<file path="config.mk">
export PLATFORM = sky130hd
export DESIGN_NAME = epc_cmd
export DESIGN_NICKNAME = d
export VERILOG_FILES = /design/src/epc_pkg.sv /design/src/epc_cmd.sv
export VERILOG_INCLUDE_DIRS = /design/src
export SDC_FILE = /design/constraint.sdc
export NUM_CORES = 1
export LEC_CHECK = 0
export BUFFER_PORTS_ARGS = -buffer_cell sky130_fd_sc_hd__buf_2
export CORE_UTILIZATION = 52
export CTS_BUF_LIST = sky130_fd_sc_hd__clkbuf_16
export DETAILED_ROUTE_END_ITERATION = 12
export PLACE_DENSITY_LB_ADDON = 0.12
export SLEW_MARGIN = 20
export SYNTH_ARGS = -nofsm -noshare
export SYNTH_HDL_FRONTEND = slang
export SYNTH_SLANG_ARGS = --single-unit
</file>
<file path="constraint.sdc">
create_clock -name clk_in -period 2.75 [get_ports clk_in]
set_clock_uncertainty 0.1 [all_clocks]
set_input_delay 0.4125 -clock clk_in [delete_from_list [all_inputs] [get_ports clk_in]]
set_output_delay 0.4125 -clock clk_in [all_outputs]
set_load 0.02 [all_outputs]
</file>
<file path="src/epc_defs.svh">
// constants for the encoder parameter-channel command interpreter
// What this block does
// - codes 4Ah read data, 4Bh store data, 4Ch field status, 4Dh create field.
// - 4Eh returns free memory; 4Fh replaces the stored access code.
// - 56h serial number and firmware, 57h link setup, 53h encoder reset.
// - guarded commands carry a key byte; host inserts it, device checks it.
// - expected key byte is 55h from reset until changed by command.
// - no fault detected gives status code 00h.
// - init faults: partition table 03h, angular offset 02h, checksum 06h.
// - restart after watchdog supervision reports 07h.
// - internal two-wire bus failure 05h, analog limits missing 04h.
// - received frame parity fault 09h, frame checksum fault 0Ah.
// - wrong data byte count for the command reports 0Ch.
// - argument outside permitted values is rejected with 0Dh.
// - write to protected field 0Eh; resizing a fixed-size field 10h.
// - word address past the end of the field reports 11h.
// - reference to a missing data field reports 12h.
// - speed too high for position 1Fh; unreliable single-turn position 20h.
// - transmitter current critical 1Dh; encoder temperature critical 1Eh.
`ifndef EPC_DEFS_SVH
`define EPC_DEFS_SVH
// command codes
`define EPC_C_RD_POS 8'h42
`define EPC_C_SET_POS 8'h43
`define EPC_C_RD_ANA 8'h44
`define EPC_C_RD_CNT 8'h46
`define EPC_C_INC_CNT 8'h47
`define EPC_C_CLR_CNT 8'h49
`define EPC_C_RD_DATA 8'h4A
`define EPC_C_ST_DATA 8'h4B
`define EPC_C_FLD_STAT 8'h4C
`define EPC_C_MK_FLD 8'h4D
`define EPC_C_FREE_MEM 8'h4E
`define EPC_C_CHG_KEY 8'h4F
`define EPC_C_RD_STAT 8'h50
`define EPC_C_RD_TYPE 8'h52
`define EPC_C_RESET 8'h53
`define EPC_C_SET_ADDR 8'h55
`define EPC_C_RD_SER 8'h56
`define EPC_C_CFG_LINK 8'h57
// argument values
`define EPC_ANA_TEMP 8'h48
// reset values
`define EPC_KEY_RST 8'h55
`define EPC_ADDR_RST 8'h40
// status codes
`define EPC_S_OK 8'h00
`define EPC_S_OFFSET 8'h02
`define EPC_S_TABLE 8'h03
`define EPC_S_ALIM 8'h04
`define EPC_S_I2C 8'h05
`define EPC_S_ICSUM 8'h06
`define EPC_S_WDOG 8'h07
`define EPC_S_PARITY 8'h09
`define EPC_S_FCSUM 8'h0A
`define EPC_S_UNKNOWN 8'h0B
`define EPC_S_COUNT 8'h0C
`define EPC_S_ARG 8'h0D
`define EPC_S_WPROT 8'h0E
`define EPC_S_KEY 8'h0F
`define EPC_S_FIXED 8'h10
`define EPC_S_ADDR 8'h11
`define EPC_S_NOFLD 8'h12
`define EPC_S_TXCUR 8'h1D
`define EPC_S_TEMP 8'h1E
`define EPC_S_SPEED 8'h1F
`define EPC_S_STPOS 8'h20
// data byte counts per command, key byte included where guarded
`define EPC_N0 4'h0
`define EPC_N1 4'h1
`define EPC_N2 4'h2
`define EPC_N3 4'h3
`define EPC_N4 4'h4
`define EPC_N5 4'h5
`endif

</file>
<file path="src/epc_pkg.sv">
// types for the encoder parameter-channel command interpreter
package epc_pkg;
  typedef enum logic [4:0] {
    EPC_OP_NONE, EPC_OP_RD_POS, EPC_OP_SET_POS, EPC_OP_RD_ANA,
    EPC_OP_RD_CNT, EPC_OP_INC_CNT, EPC_OP_CLR_CNT, EPC_OP_RD_DATA,
    EPC_OP_ST_DATA, EPC_OP_FLD_STAT, EPC_OP_MK_FLD, EPC_OP_FREE_MEM,
    EPC_OP_CHG_KEY, EPC_OP_RD_STAT, EPC_OP_RD_TYPE, EPC_OP_RESET,
    EPC_OP_SET_ADDR, EPC_OP_RD_SER, EPC_OP_CFG_LINK
  } epc_op_t;
endpackage : epc_pkg

</file>
<file path="src/epc_cmd.sv">
// command decoder, key check and status encoder of the parameter channel
`timescale 1ns/1ns
`include "epc_defs.svh"
module epc_cmd #(
  parameter logic [7:0] TYPE_ID = 8'h5A, // arbitrary value
  parameter logic [7:0] SERIAL_ID = 8'hA5 // arbitrary value
) (
  input wire logic clk_in,
  input wire logic resetn_in,
  input wire logic cmd_valid_in,
  input wire logic [7:0] cmd_code_in,
  input wire logic [3:0] cmd_len_in,
  input wire logic [7:0] cmd_key_in,
  input wire logic [7:0] cmd_arg_in,
  input wire logic [7:0] cmd_addr_in,
  input wire logic parity_err_in,
  input wire logic csum_err_in,
  input wire logic field_exists_in,
  input wire logic field_wprot_in,
  input wire logic field_fixed_in,
  input wire logic [7:0] field_words_in,
  input wire logic init_table_bad_in,
  input wire logic init_offset_bad_in,
  input wire logic init_csum_bad_in,
  input wire logic wdog_restart_in,
  input wire logic i2c_fail_in,
  input wire logic alim_missing_in,
  input wire logic overspeed_in,
  input wire logic st_unreliable_in,
  input wire logic tx_current_crit_in,
  input wire logic temp_crit_in,
  output logic rsp_valid_out,
  output logic [7:0] rsp_status_out,
  output logic [7:0] rsp_data_out,
  output logic op_valid_out,
  output epc_pkg::epc_op_t op_out,
  output logic [7:0] op_arg_out,
  output logic [7:0] bus_addr_out,
  output logic [7:0] access_key_out,
  output logic [7:0] status_out
);
  import epc_pkg::*;

  // command code to operation
  function automatic epc_op_t decode(input logic [7:0] c);
    case (c)
      `EPC_C_RD_POS: decode = EPC_OP_RD_POS;
      `EPC_C_SET_POS: decode = EPC_OP_SET_POS;
      `EPC_C_RD_ANA: decode = EPC_OP_RD_ANA;
      `EPC_C_RD_CNT: decode = EPC_OP_RD_CNT;
      `EPC_C_INC_CNT: decode = EPC_OP_INC_CNT;
      `EPC_C_CLR_CNT: decode = EPC_OP_CLR_CNT;
      `EPC_C_RD_DATA: decode = EPC_OP_RD_DATA;
      `EPC_C_ST_DATA: decode = EPC_OP_ST_DATA;
      `EPC_C_FLD_STAT: decode = EPC_OP_FLD_STAT;
      `EPC_C_MK_FLD: decode = EPC_OP_MK_FLD;
      `EPC_C_FREE_MEM: decode = EPC_OP_FREE_MEM;
      `EPC_C_CHG_KEY: decode = EPC_OP_CHG_KEY;
      `EPC_C_RD_STAT: decode = EPC_OP_RD_STAT;
      `EPC_C_RD_TYPE: decode = EPC_OP_RD_TYPE;
      `EPC_C_RESET: decode = EPC_OP_RESET;
      `EPC_C_SET_ADDR: decode = EPC_OP_SET_ADDR;
      `EPC_C_RD_SER: decode = EPC_OP_RD_SER;
      `EPC_C_CFG_LINK: decode = EPC_OP_CFG_LINK;
      default: decode = EPC_OP_NONE;
    endcase
  endfunction : decode

  // data bytes each operation must carry
  function automatic logic [3:0] want_len(input epc_op_t o);
    case (o)
      EPC_OP_SET_POS: want_len = `EPC_N5;
      EPC_OP_RD_ANA, EPC_OP_INC_CNT, EPC_OP_CLR_CNT: want_len = `EPC_N1;
      EPC_OP_FLD_STAT, EPC_OP_RESET: want_len = `EPC_N1;
      EPC_OP_RD_DATA, EPC_OP_CHG_KEY: want_len = `EPC_N2;
      EPC_OP_SET_ADDR, EPC_OP_CFG_LINK: want_len = `EPC_N2;
      EPC_OP_MK_FLD: want_len = `EPC_N3;
      EPC_OP_ST_DATA: want_len = `EPC_N4;
      default: want_len = `EPC_N0;
    endcase
  endfunction : want_len

  // operations that carry the protection key byte
  function automatic logic guarded(input epc_op_t o);
    case (o)
      EPC_OP_SET_POS, EPC_OP_INC_CNT, EPC_OP_CLR_CNT: guarded = 1'b1;
      EPC_OP_ST_DATA, EPC_OP_MK_FLD, EPC_OP_CHG_KEY: guarded = 1'b1;
      EPC_OP_RESET, EPC_OP_SET_ADDR, EPC_OP_CFG_LINK: guarded = 1'b1;
      default: guarded = 1'b0;
    endcase
  endfunction : guarded

  logic [7:0] key_q;
  logic [7:0] addr_q;
  logic [7:0] status_q;
  epc_op_t cmd_op;
  logic [7:0] cmd_err;
  logic [7:0] env_code;
  logic env_fault;
  logic cmd_ok;

  // command checks in priority order, frame faults first
  always_comb begin
    cmd_op = decode(cmd_code_in);
    cmd_err = `EPC_S_OK;
    if (parity_err_in) begin
      cmd_err = `EPC_S_PARITY;
    end else if (csum_err_in) begin
      cmd_err = `EPC_S_FCSUM;
    end else if (cmd_op == EPC_OP_NONE) begin
      cmd_err = `EPC_S_UNKNOWN;
    end else if (cmd_len_in != want_len(cmd_op)) begin
      cmd_err = `EPC_S_COUNT;
    end else if (guarded(cmd_op) && cmd_key_in != key_q) begin
      cmd_err = `EPC_S_KEY;
    end else if (cmd_op == EPC_OP_RD_ANA && cmd_arg_in != `EPC_ANA_TEMP) begin
      cmd_err = `EPC_S_ARG;
    end else if ((cmd_op == EPC_OP_RD_DATA || cmd_op == EPC_OP_ST_DATA ||
                  cmd_op == EPC_OP_FLD_STAT || cmd_op == EPC_OP_MK_FLD) &&
                 !field_exists_in) begin
      cmd_err = `EPC_S_NOFLD;
    end else if (cmd_op == EPC_OP_ST_DATA && field_wprot_in) begin
      cmd_err = `EPC_S_WPROT;
    end else if (cmd_op == EPC_OP_MK_FLD && field_fixed_in) begin
      cmd_err = `EPC_S_FIXED;
    end else if ((cmd_op == EPC_OP_RD_DATA || cmd_op == EPC_OP_ST_DATA) &&
                 cmd_addr_in >= field_words_in) begin
      cmd_err = `EPC_S_ADDR;
    end
  end

  assign cmd_ok = cmd_valid_in && (cmd_err == `EPC_S_OK);

  // monitored faults, initialisation faults first
  always_comb begin
    env_fault = 1'b1;
    if (init_table_bad_in) begin
      env_code = `EPC_S_TABLE;
    end else if (init_offset_bad_in) begin
      env_code = `EPC_S_OFFSET;
    end else if (init_csum_bad_in) begin
      env_code = `EPC_S_ICSUM;
    end else if (wdog_restart_in) begin
      env_code = `EPC_S_WDOG;
    end else if (i2c_fail_in) begin
      env_code = `EPC_S_I2C;
    end else if (alim_missing_in) begin
      env_code = `EPC_S_ALIM;
    end else if (overspeed_in) begin
      env_code = `EPC_S_SPEED;
    end else if (st_unreliable_in) begin
      env_code = `EPC_S_STPOS;
    end else if (tx_current_crit_in) begin
      env_code = `EPC_S_TXCUR;
    end else if (temp_crit_in) begin
      env_code = `EPC_S_TEMP;
    end else begin
      env_code = `EPC_S_OK;
      env_fault = 1'b0;
    end
  end

  // protection key, replaced only by an accepted change command
  always_ff @(posedge clk_in or negedge resetn_in) begin
    if (!resetn_in) begin
      key_q <= `EPC_KEY_RST;
    end else if (cmd_ok && cmd_op == EPC_OP_CHG_KEY) begin
      key_q <= cmd_arg_in;
    end
  end

  // bus address, reassigned only by an accepted address command
  always_ff @(posedge clk_in or negedge resetn_in) begin
    if (!resetn_in) begin
      addr_q <= `EPC_ADDR_RST;
    end else if (cmd_ok && cmd_op == EPC_OP_SET_ADDR) begin
      addr_q <= cmd_arg_in;
    end
  end

  // sticky status: faults set it, a status read clears it, set wins
  always_ff @(posedge clk_in or negedge resetn_in) begin
    if (!resetn_in) begin
      status_q <= `EPC_S_OK;
    end else if (cmd_valid_in && !cmd_ok) begin
      status_q <= cmd_err;
    end else if (env_fault) begin
      status_q <= env_code;
    end else if (cmd_ok && cmd_op == EPC_OP_RD_STAT) begin
      status_q <= `EPC_S_OK;
    end
  end

  // one answer per command, one cycle after it is presented
  always_ff @(posedge clk_in or negedge resetn_in) begin
    if (!resetn_in) begin
      rsp_valid_out <= 1'b0;
      rsp_status_out <= `EPC_S_OK;
      rsp_data_out <= 8'h00;
    end else begin
      rsp_valid_out <= cmd_valid_in;
      if (cmd_valid_in) begin
        rsp_status_out <= cmd_ok ? status_q : cmd_err;
        case (cmd_ok ? cmd_op : EPC_OP_NONE)
          EPC_OP_RD_STAT: rsp_data_out <= status_q;
          EPC_OP_RD_TYPE: rsp_data_out <= TYPE_ID;
          EPC_OP_SET_ADDR: rsp_data_out <= cmd_arg_in;
          EPC_OP_RD_SER: rsp_data_out <= SERIAL_ID;
          default: rsp_data_out <= 8'h00;
        endcase
      end
    end
  end

  // action strobe to the datapath, only for accepted commands
  always_ff @(posedge clk_in or negedge resetn_in) begin
    if (!resetn_in) begin
      op_valid_out <= 1'b0;
      op_out <= EPC_OP_NONE;
      op_arg_out <= 8'h00;
    end else begin
      op_valid_out <= cmd_ok;
      op_out <= cmd_ok ? cmd_op : EPC_OP_NONE;
      if (cmd_ok) begin
        op_arg_out <= cmd_arg_in;
      end
    end
  end

  assign bus_addr_out = addr_q;
  assign access_key_out = key_q;
  assign status_out = status_q;
endmodule : epc_cmd

</file>
==> results of run 1 <==
[synthesized netlist by cell type, types with 2 or more instances]
cell | n | area [um2]
clkbuf_1 | 8 | 30.0
a31o_2 | 2 | 17.5
o221ai_1 | 2 | 17.5
and3_1 | 2 | 12.5
nand3b_1 | 3 | 22.5
a311oi_1 | 2 | 17.5
a211o_1 | 5 | 43.8
nor2_1 | 39 | 146
a211oi_1 | 6 | 45.0
buf_4 | 9 | 67.6
xnor2_1 | 10 | 87.6
nor4_1 | 3 | 18.8
mux2_4 | 16 | 240
a22o_1 | 2 | 17.5
mux2i_1 | 2 | 20.0
and2_1 | 4 | 25.0
a21o_1 | 9 | 67.6
o32ai_1 | 2 | 17.5
o21ai_0 | 17 | 85.1
a221oi_1 | 3 | 26.3
o211ai_1 | 6 | 45.0
a2111oi_0 | 3 | 26.3
nand3_1 | 4 | 20.0
nand2b_1 | 9 | 56.3
a32o_1 | 6 | 60.1
buf_2 | 6 | 30.0
a21oi_1 | 22 | 110
nor3_1 | 14 | 70.1
nor4b_1 | 2 | 17.5
a221o_1 | 3 | 30.0
nand2_1 | 32 | 120
ha_1 | 12 | 150
nor2b_1 | 7 | 43.8
mux2_2 | 8 | 90.1
inv_1 | 21 | 78.8
nand4_1 | 3 | 18.8
a31oi_1 | 4 | 25.0
nand3_4 | 3 | 52.6
o21a_1 | 3 | 22.5
dfstp_2 | 5 | 131
dfrtp_1 | 46 | 1150
nor3b_1 | 7 | 52.6
o211a_1 | 2 | 20.0
o31ai_1 | 2 | 15.0
[report_power, final]
part,switching [mW],internal [mW]
Sequential,0.0105,0.762
Combinational,0.280,0.231
Clock,0.288,0.347
[metrics by stage]
stage,area [um2],hold WS (ns),setup TNS (ns),worst slack [ns]
after floorplan,4040,0.0169,-33.93,-0.864
after global placement,5210,0.274,-39.80,-0.972
after detailed placement,5210,0.283,-44.20,-1.04
after CTS,5710,0.334,-20.09,-0.523
after global routing,5930,0.355,-34.53,-0.812
final,5930,0.339,-30.43,-0.744
[worst paths after layout]
check	start	to	slack (ns)	depth (start not counted)
worst min-delay path	parity_err_in	rsp_status_out[0]$_DFFE_PN0P_	0.34	3
worst max register to register	access_key_out[2]$_DFFE_PN1P_	bus_addr_out[0]$_DFFE_PN0P_	0.10	11
max in group asynchronous	resetn_in	access_key_out[0]$_DFFE_PN1P_	1.23	3
min in group asynchronous	resetn_in	bus_addr_out[1]$_DFFE_PN0P_	0.50	2
worst max-delay path	cmd_code_in[3]	bus_addr_out[0]$_DFFE_PN0P_	-0.74	17
worst min register to register	rsp_status_out[4]$_DFFE_PN0P_	rsp_status_out[4]$_DFFE_PN0P_	0.41	1
[tightest hold or removal path, delay by kind of cell]
kind                   cells  cell delay [ns]
buffers and inverters      1             0.11
AOI/OAI and AO/OA          1             0.10
and+or+nand+nor            1             0.07
[cell type report]
cell class / count / area [um2] / share of cell area
clock buffer: 5 / 125 / 0.0211
clock inverter: 3 / 28.8 / 0.00485
antenna: 1 / 2.50 / 0.000422
inverter: 22 / 92.6 / 0.0156
multi-input combinational: 317 / 2700 / 0.455
tap: 96 / 120 / 0.0203
timing repair buffer: 228 / 1580 / 0.266
sequential: 51 / 1280 / 0.216
[sequential cells by signal, summed over array words and instances, names as in the netlist]
name            flops
access_key_out      8
bus_addr_out        8
op_arg_out          8
op_out              5
op_valid_out        1
rsp_data_out        8
rsp_status_out      6
rsp_valid_out       1
status_out          6
[cell families after synthesis]
| logic type | count (synthesis) |
|---|---|
| multiplexers | 26 |
| buffers and inverters | 47 |
| AO/OA/AOI/OAI | 116 |
| flip-flops | 51 |
| other | 1 |
| adder cells (fa/ha/maj) | 12 |
| AND/OR/NAND/NOR | 149 |
| XOR/XNOR | 10 |
[placed cells by master (no fill, tap or decap), types with 5 or more instances in the layout]
master,n
a211o_1,5
a21o_1,9
a21oi_1,20
a32o_1,5
buf_12,5
buf_2,107
buf_4,103
buf_6,9
clkbuf_16,5
dfrtp_1,46
dfstp_2,5
ha_1,8
inv_1,17
mux2_4,23
nand2_1,30
nand2b_1,6
nor2_1,30
nor2_4,5
nor2b_1,6
nor3_1,12
o211ai_1,6
o21ai_0,11
o21ai_1,5
xnor2_1,8
[per-layer routing]
metal,share of wire,track usage,routed length (um),vias up
li1,-,-,-,1949
met1,0.40,0.456,5710,2023
met2,0.47,0.597,6700,314
met3,0.086,0.0688,1230,76
met4,0.044,0.149,627,0
met5,0,0,0,-
[repair_timing]
item,in CTS,in global routing
hold buffers,1,0
gates cloned,1,0
setup buffers,10,9
endpoints found under the hold margin,18,0
resized for setup,64,23
pin swaps,22,4
endpoints found under the setup margin,50,50
==> flow_summary.yaml, run 1 <==
run_status:
  status: "finished with violations"
  violations: "setup timing"
synth:
  ys_warn_count: 0
  ys_ff_latch: 51
  avgSynthCellArea_um2: 9.27
  synth_mux_area_frac: 0.0917
  synth-simple-area-share: 0.227
  synth_compound_area_frac: 0.222
  seq_area_frac_synth: 0.336
  synth_cell_types: 80
  synth_top_family_by_area: "simple AND/OR/NAND/NOR gates"
  synth_top_flop_cell: "dfrtp_1"
  syn_inst: 412
  netlist_area_mm2: 0.00382
  synth-adder-area-share: 0.0393
  synth_xor_area_frac: 0.0229
  synthArstFlopShare: 1.00
  synth_edf_count: 0
clock_tree:
  insertion_delay_ns: 0.29
  clk_pin_slew_ns: 0.07
  cts_root_buf: "clkbuf_16"
  tritoncts: "yes"
  numClockSinks: 51
  h-tree-depth: 2
  cts_made_buffers: 5
  clockBufferDepth: 2
worst_setup_path:
  cp_top_family: "simple AND/OR/NAND/NOR gates"
  critPathSlowestCell: "mux2_4"
  start_kind: "input port"
  worstSetupPathType: "in -> reg"
  crit_path_end_kind: "flip-flop"
  cp_max_fo: 8
  slowest_delay_ns: 0.36
  cp.required_ns: 2.83
  worstPathArrival_ns: 3.57
  critPathBufInv: 3
  crit_chain: "buf_12 > buf_6 > a211o_1 > a22oi_2 > nor2_4 > ha_2 > nor2_1 > nor2_1 > o221ai_1 > o41a_1 > nor3b_4 > nand4_4 > nor2_8 > nand2_4 > inv_8 > nand3_4 > mux2_4"
  cp_common_cell: "nor2_1"
sta:
  clock.fmax_ghz: 0.286
  setup_slack_ns: -0.744
  rsz0062_at_grt: "yes"
  hold_violations: 0
  finalSetupViolCount: 50
  slew_viol_final: 0
  post-route-period-util: 1.27
  post-route-min-period_ns: 3.49
drt:
  route.final.wire_length_mm: 14.3
  viasPerCell: 6.03
  post_drt_wl_per_cell_um: 19.7
  num_vias: 4362
  drcViolationCount: 0
  drt_iter0_markers: 362
  firstDrtPassIters: 6
  drtAntennaViolNets: 0
global_routing:
  overflow: 0
  grt_usage: 0.358
  grt_pass1_wl_mm: 20.7
  antenna_found_initial: 0
  grt_max_degree: 32
  grt_pass1_vias: 4070
placement:
  gp_congestion: 0.940
  portBuffers: 112
  place_inst: 694
  place_hpwl_mm: 9.75
min_path:
  hp-class: "in -> reg"
floorplan:
  start_util: 0.550
  top_level_ports: 117
  dieArea_mm2: 0.00769
  die_h_um: 87.7
  num_rows: 30
  die_w_um: 87.7
  core_mm2: 0.00694
power_and_ir_drop:
  power_mw: 1.92
  power_density_mw_per_mm2: 324
  ir_drop_mv: 0.247
  p_leak_nw: 2.99
layout:
  area_growth_pct: 55.2
  drive_gt1_frac: 0.524
  final_cells: 723
  utilization: 0.854
  n_fill_cell: 373
  num-nets-final: 699
flow_run:
  maxCapViolations: 0
Power figures use the tool's default switching activity.
==> inputs of run 2 (changes only) <==
--- a/config.mk
+++ b/config.mk
@@ -10,6 +10,7 @@
 export CORE_UTILIZATION = 52
 export CTS_BUF_LIST = sky130_fd_sc_hd__clkbuf_16
 export DETAILED_ROUTE_END_ITERATION = 12
+export GPL_ROUTABILITY_DRIVEN = 0
 export PLACE_DENSITY_LB_ADDON = 0.12
 export SLEW_MARGIN = 20
 export SYNTH_ARGS = -nofsm -noshare
==> constraint.sdc (replaced) <==
create_clock -name clk_in -period 3.3 [get_ports clk_in]
set_clock_uncertainty 0.1 [all_clocks]
set_input_delay 0.495 -clock clk_in [delete_from_list [all_inputs] [get_ports clk_in]]
set_output_delay 0.495 -clock clk_in [all_outputs]
set_load 0.02 [all_outputs]
==> run 2 against run 1 <==
- the flow still finishes with violations (setup timing)
- sequential share of layout area rose by 0.18 points
- routed wire length down 2.4%
- cell area is 0.84% lower
- hold slack got worse by 0.22 ns
- clock-buffer cell count unchanged
- register-to-register slack better by 0.52 ns
- first-iteration DRC count rose by 45%
- cell count down 2.8%
- highest routed layer unchanged
- clock power is 5.7% lower
- utilization decreased by 0.72 points
- largest cell class unchanged
- die area unchanged
- critical path depth grew 1
==> flow_summary.yaml, run 2 (synthesis gave the netlist of run 1 again) <==
run_status:
  status: "finished with violations"
  violations: "setup timing"
worst_setup_path:
  r2r_end: "access_key_out[5]$_DFFE_PN0P_"
  critPathSlowestCell: "mux2_4"
  crit_chain: "buf_12 > nor3b_4 > a211o_1 > a22oi_2 > nor2_4 > buf_6 > ha_4 > inv_4 > o21ai_2 > o211a_1 > a41o_1 > nor3b_4 > nand4_4 > nor2_8 > nand2_4 > clkinv_8 > nand3_4 > mux2_4"
  r2r_cells: 11
  cp.required_ns: 3.37
  reg2reg_from: "access_key_out[2]$_DFFE_PN1P_"
  critPathBufInv: 4
  cp_max_fo: 8
  reg2reg_slack_ns: 0.62
  start_kind: "input port"
  crit_path_end_kind: "flip-flop"
  worstSetupPathType: "in -> reg"
  cp-startpoint: "cmd_code_in[2]"
  crit_end: "access_key_out[5]$_DFFE_PN0P_"
  cp.depth: 18
  cp_common_cell: "nor3b_4"
  slowest_delay_ns: 0.35
  cp_top_family: "simple AND/OR/NAND/NOR gates"
  worstPathArrival_ns: 3.57
layout:
  area_growth_pct: 53.9
  diodes: 0
  num-nets-final: 680
  final_common_cell: "buf_2"
  mostFrequentLayoutCells: "buf_2, buf_4, dfrtp_1"
  utilization: 0.847
  final_cells: 703
  drive_gt1_frac: 0.527
sta:
  max_slew_margin: 0.578
  setup_tns_ns: -4.47
  slew_viol_final: 0
  setup_slack_ns: -0.200
  clock.fmax_ghz: 0.286
  rsz0062_at_grt: "yes"
  tightest_slew_ns: 0.634
  post-route-min-period_ns: 3.50
  post-route-period-util: 1.06
  hold_violations: 0
  finalSetupViolCount: 42
clock_tree:
  hold_buffers: 0
  clockBufferDepth: 2
  numClockSinks: 51
  cts_root_buf: "clkbuf_16"
  insertion_delay_ns: 0.30
  clk_pin_slew_ns: 0.08
  cts_made_buffers: 5
  h-tree-depth: 2
  tritoncts: "yes"
drt:
  drcViolationCount: 0
  firstDrtPassIters: 5
  num_vias: 4298
  route.final.wire_length_mm: 13.9
  post_drt_wl_per_cell_um: 19.8
  drt_iter0_markers: 526
  drtAntennaViolNets: 0
  viasPerCell: 6.11
floorplan:
  dieArea_mm2: 0.00769
  core_mm2: 0.00694
  die_h_um: 87.7
  start_util: 0.550
  die_w_um: 87.7
  num_rows: 30
  top_level_ports: 117
power_and_ir_drop:
  power_density_mw_per_mm2: 282
  p_leak_nw: 2.94
  seqPwrFrac: 0.389
  p_clk_frac: 0.361
  ir_drop_mv: 0.227
  switching_share: 0.289
  internal-power_mw: 1.18
  switchingPower_mw: 0.478
  pwr-share-comb: 0.250
global_routing:
  met3_usage: 0.0481
  gr-usage-met1: 0.432
  grt-busiest-layer: "met2"
  grt_max_degree: 52
  antenna_found_initial: 0
  grtUsageMet2: 0.509
  overflow: 0
  grt_pass1_wl_mm: 18.7
  grt_pass1_vias: 3841
  grt_usage: 0.314
min_path:
  hp-class: "in -> async"
placement:
  place_hpwl_mm: 8.93
  portBuffers: 112
  place_inst: 667
flow_run:
  maxCapViolations: 0
## run 2: area by class of cell
class	instances	area, um2
Timing Repair Buffer	209	1460
Multi-Input combinational cell	317	2750
Inverter	22	100
Tap cell	96	120
Clock buffer	5	125
Clock inverter	3	46.3
Fill cell	369	1060
Sequential cell	51	1280
## run 2: how the worst min path moves through the flow
stage | slack, ns | to | from
2_1_floorplan | 0.1 | access_key_out[1]$_DFFE_PN0P_ | resetn_in
3_3_place_gp | 0.38 | rsp_status_out[4]$_DFFE_PN0P_ | rsp_status_out[4]$_DFFE_PN0P_
3_5_place_dp | 0.37 | rsp_status_out[4]$_DFFE_PN0P_ | rsp_status_out[4]$_DFFE_PN0P_
4_1_cts | 0.35 | op_arg_out[3]$_DFFE_PN0N_ | resetn_in
5_1_grt | 0.17 | access_key_out[1]$_DFFE_PN0P_ | resetn_in
6_report | 0.12 | op_arg_out[1]$_DFFE_PN0N_ | resetn_in
## run 2: power groups by stage
stage	Clock (mW)	Sequential, mW	Combinational (mW)
floorplan	0	0.667	0.183
global placement	0	0.655	0.325
detailed placement	0	0.655	0.333
CTS	0.595	0.643	0.350
global route	0.624	0.645	0.443
finish	0.599	0.644	0.414
## run 2: timing repair
item / CTS / global route
gates resized for setup: 37 / 66
buffers inserted: 9 / 19
endpoints found under the setup margin: 42 / 44
pin swaps: 11 / 19
cloned: 1 / 0
## run 2: routing by layer
layer,vias up,wire [um]
met1,2043,5630
met2,282,6540
met5,-,0
li1,1911,-
met3,62,1180
met4,0,578
## run 2: metrics by stage
stage | setup WS (ns) | total power [mW] | instance area, um2 | hold WS [ns]
after floorplan | -0.397 | 0.850 | 4040 | 0.0994
after global routing | -0.324 | 1.71 | 5880 | 0.171
after detailed placement | -0.598 | 0.988 | 5010 | 0.371
final | -0.200 | 1.66 | 5880 | 0.118
after global placement | -0.479 | 0.979 | 5010 | 0.377
after CTS | -0.0802 | 1.59 | 5430 | 0.346
## run 2: worst register-to-register path: cells and delay by family (launching register included)
family / cells / cell delay [ns]
AND/OR/NAND/NOR: 6 / 0.95
buffers and inverters: 1 / 0.11
AO/OA/AOI/OAI: 2 / 0.33
multiplexers: 1 / 0.35
XOR/XNOR: 1 / 0.14
flip-flops: 1 / 0.59
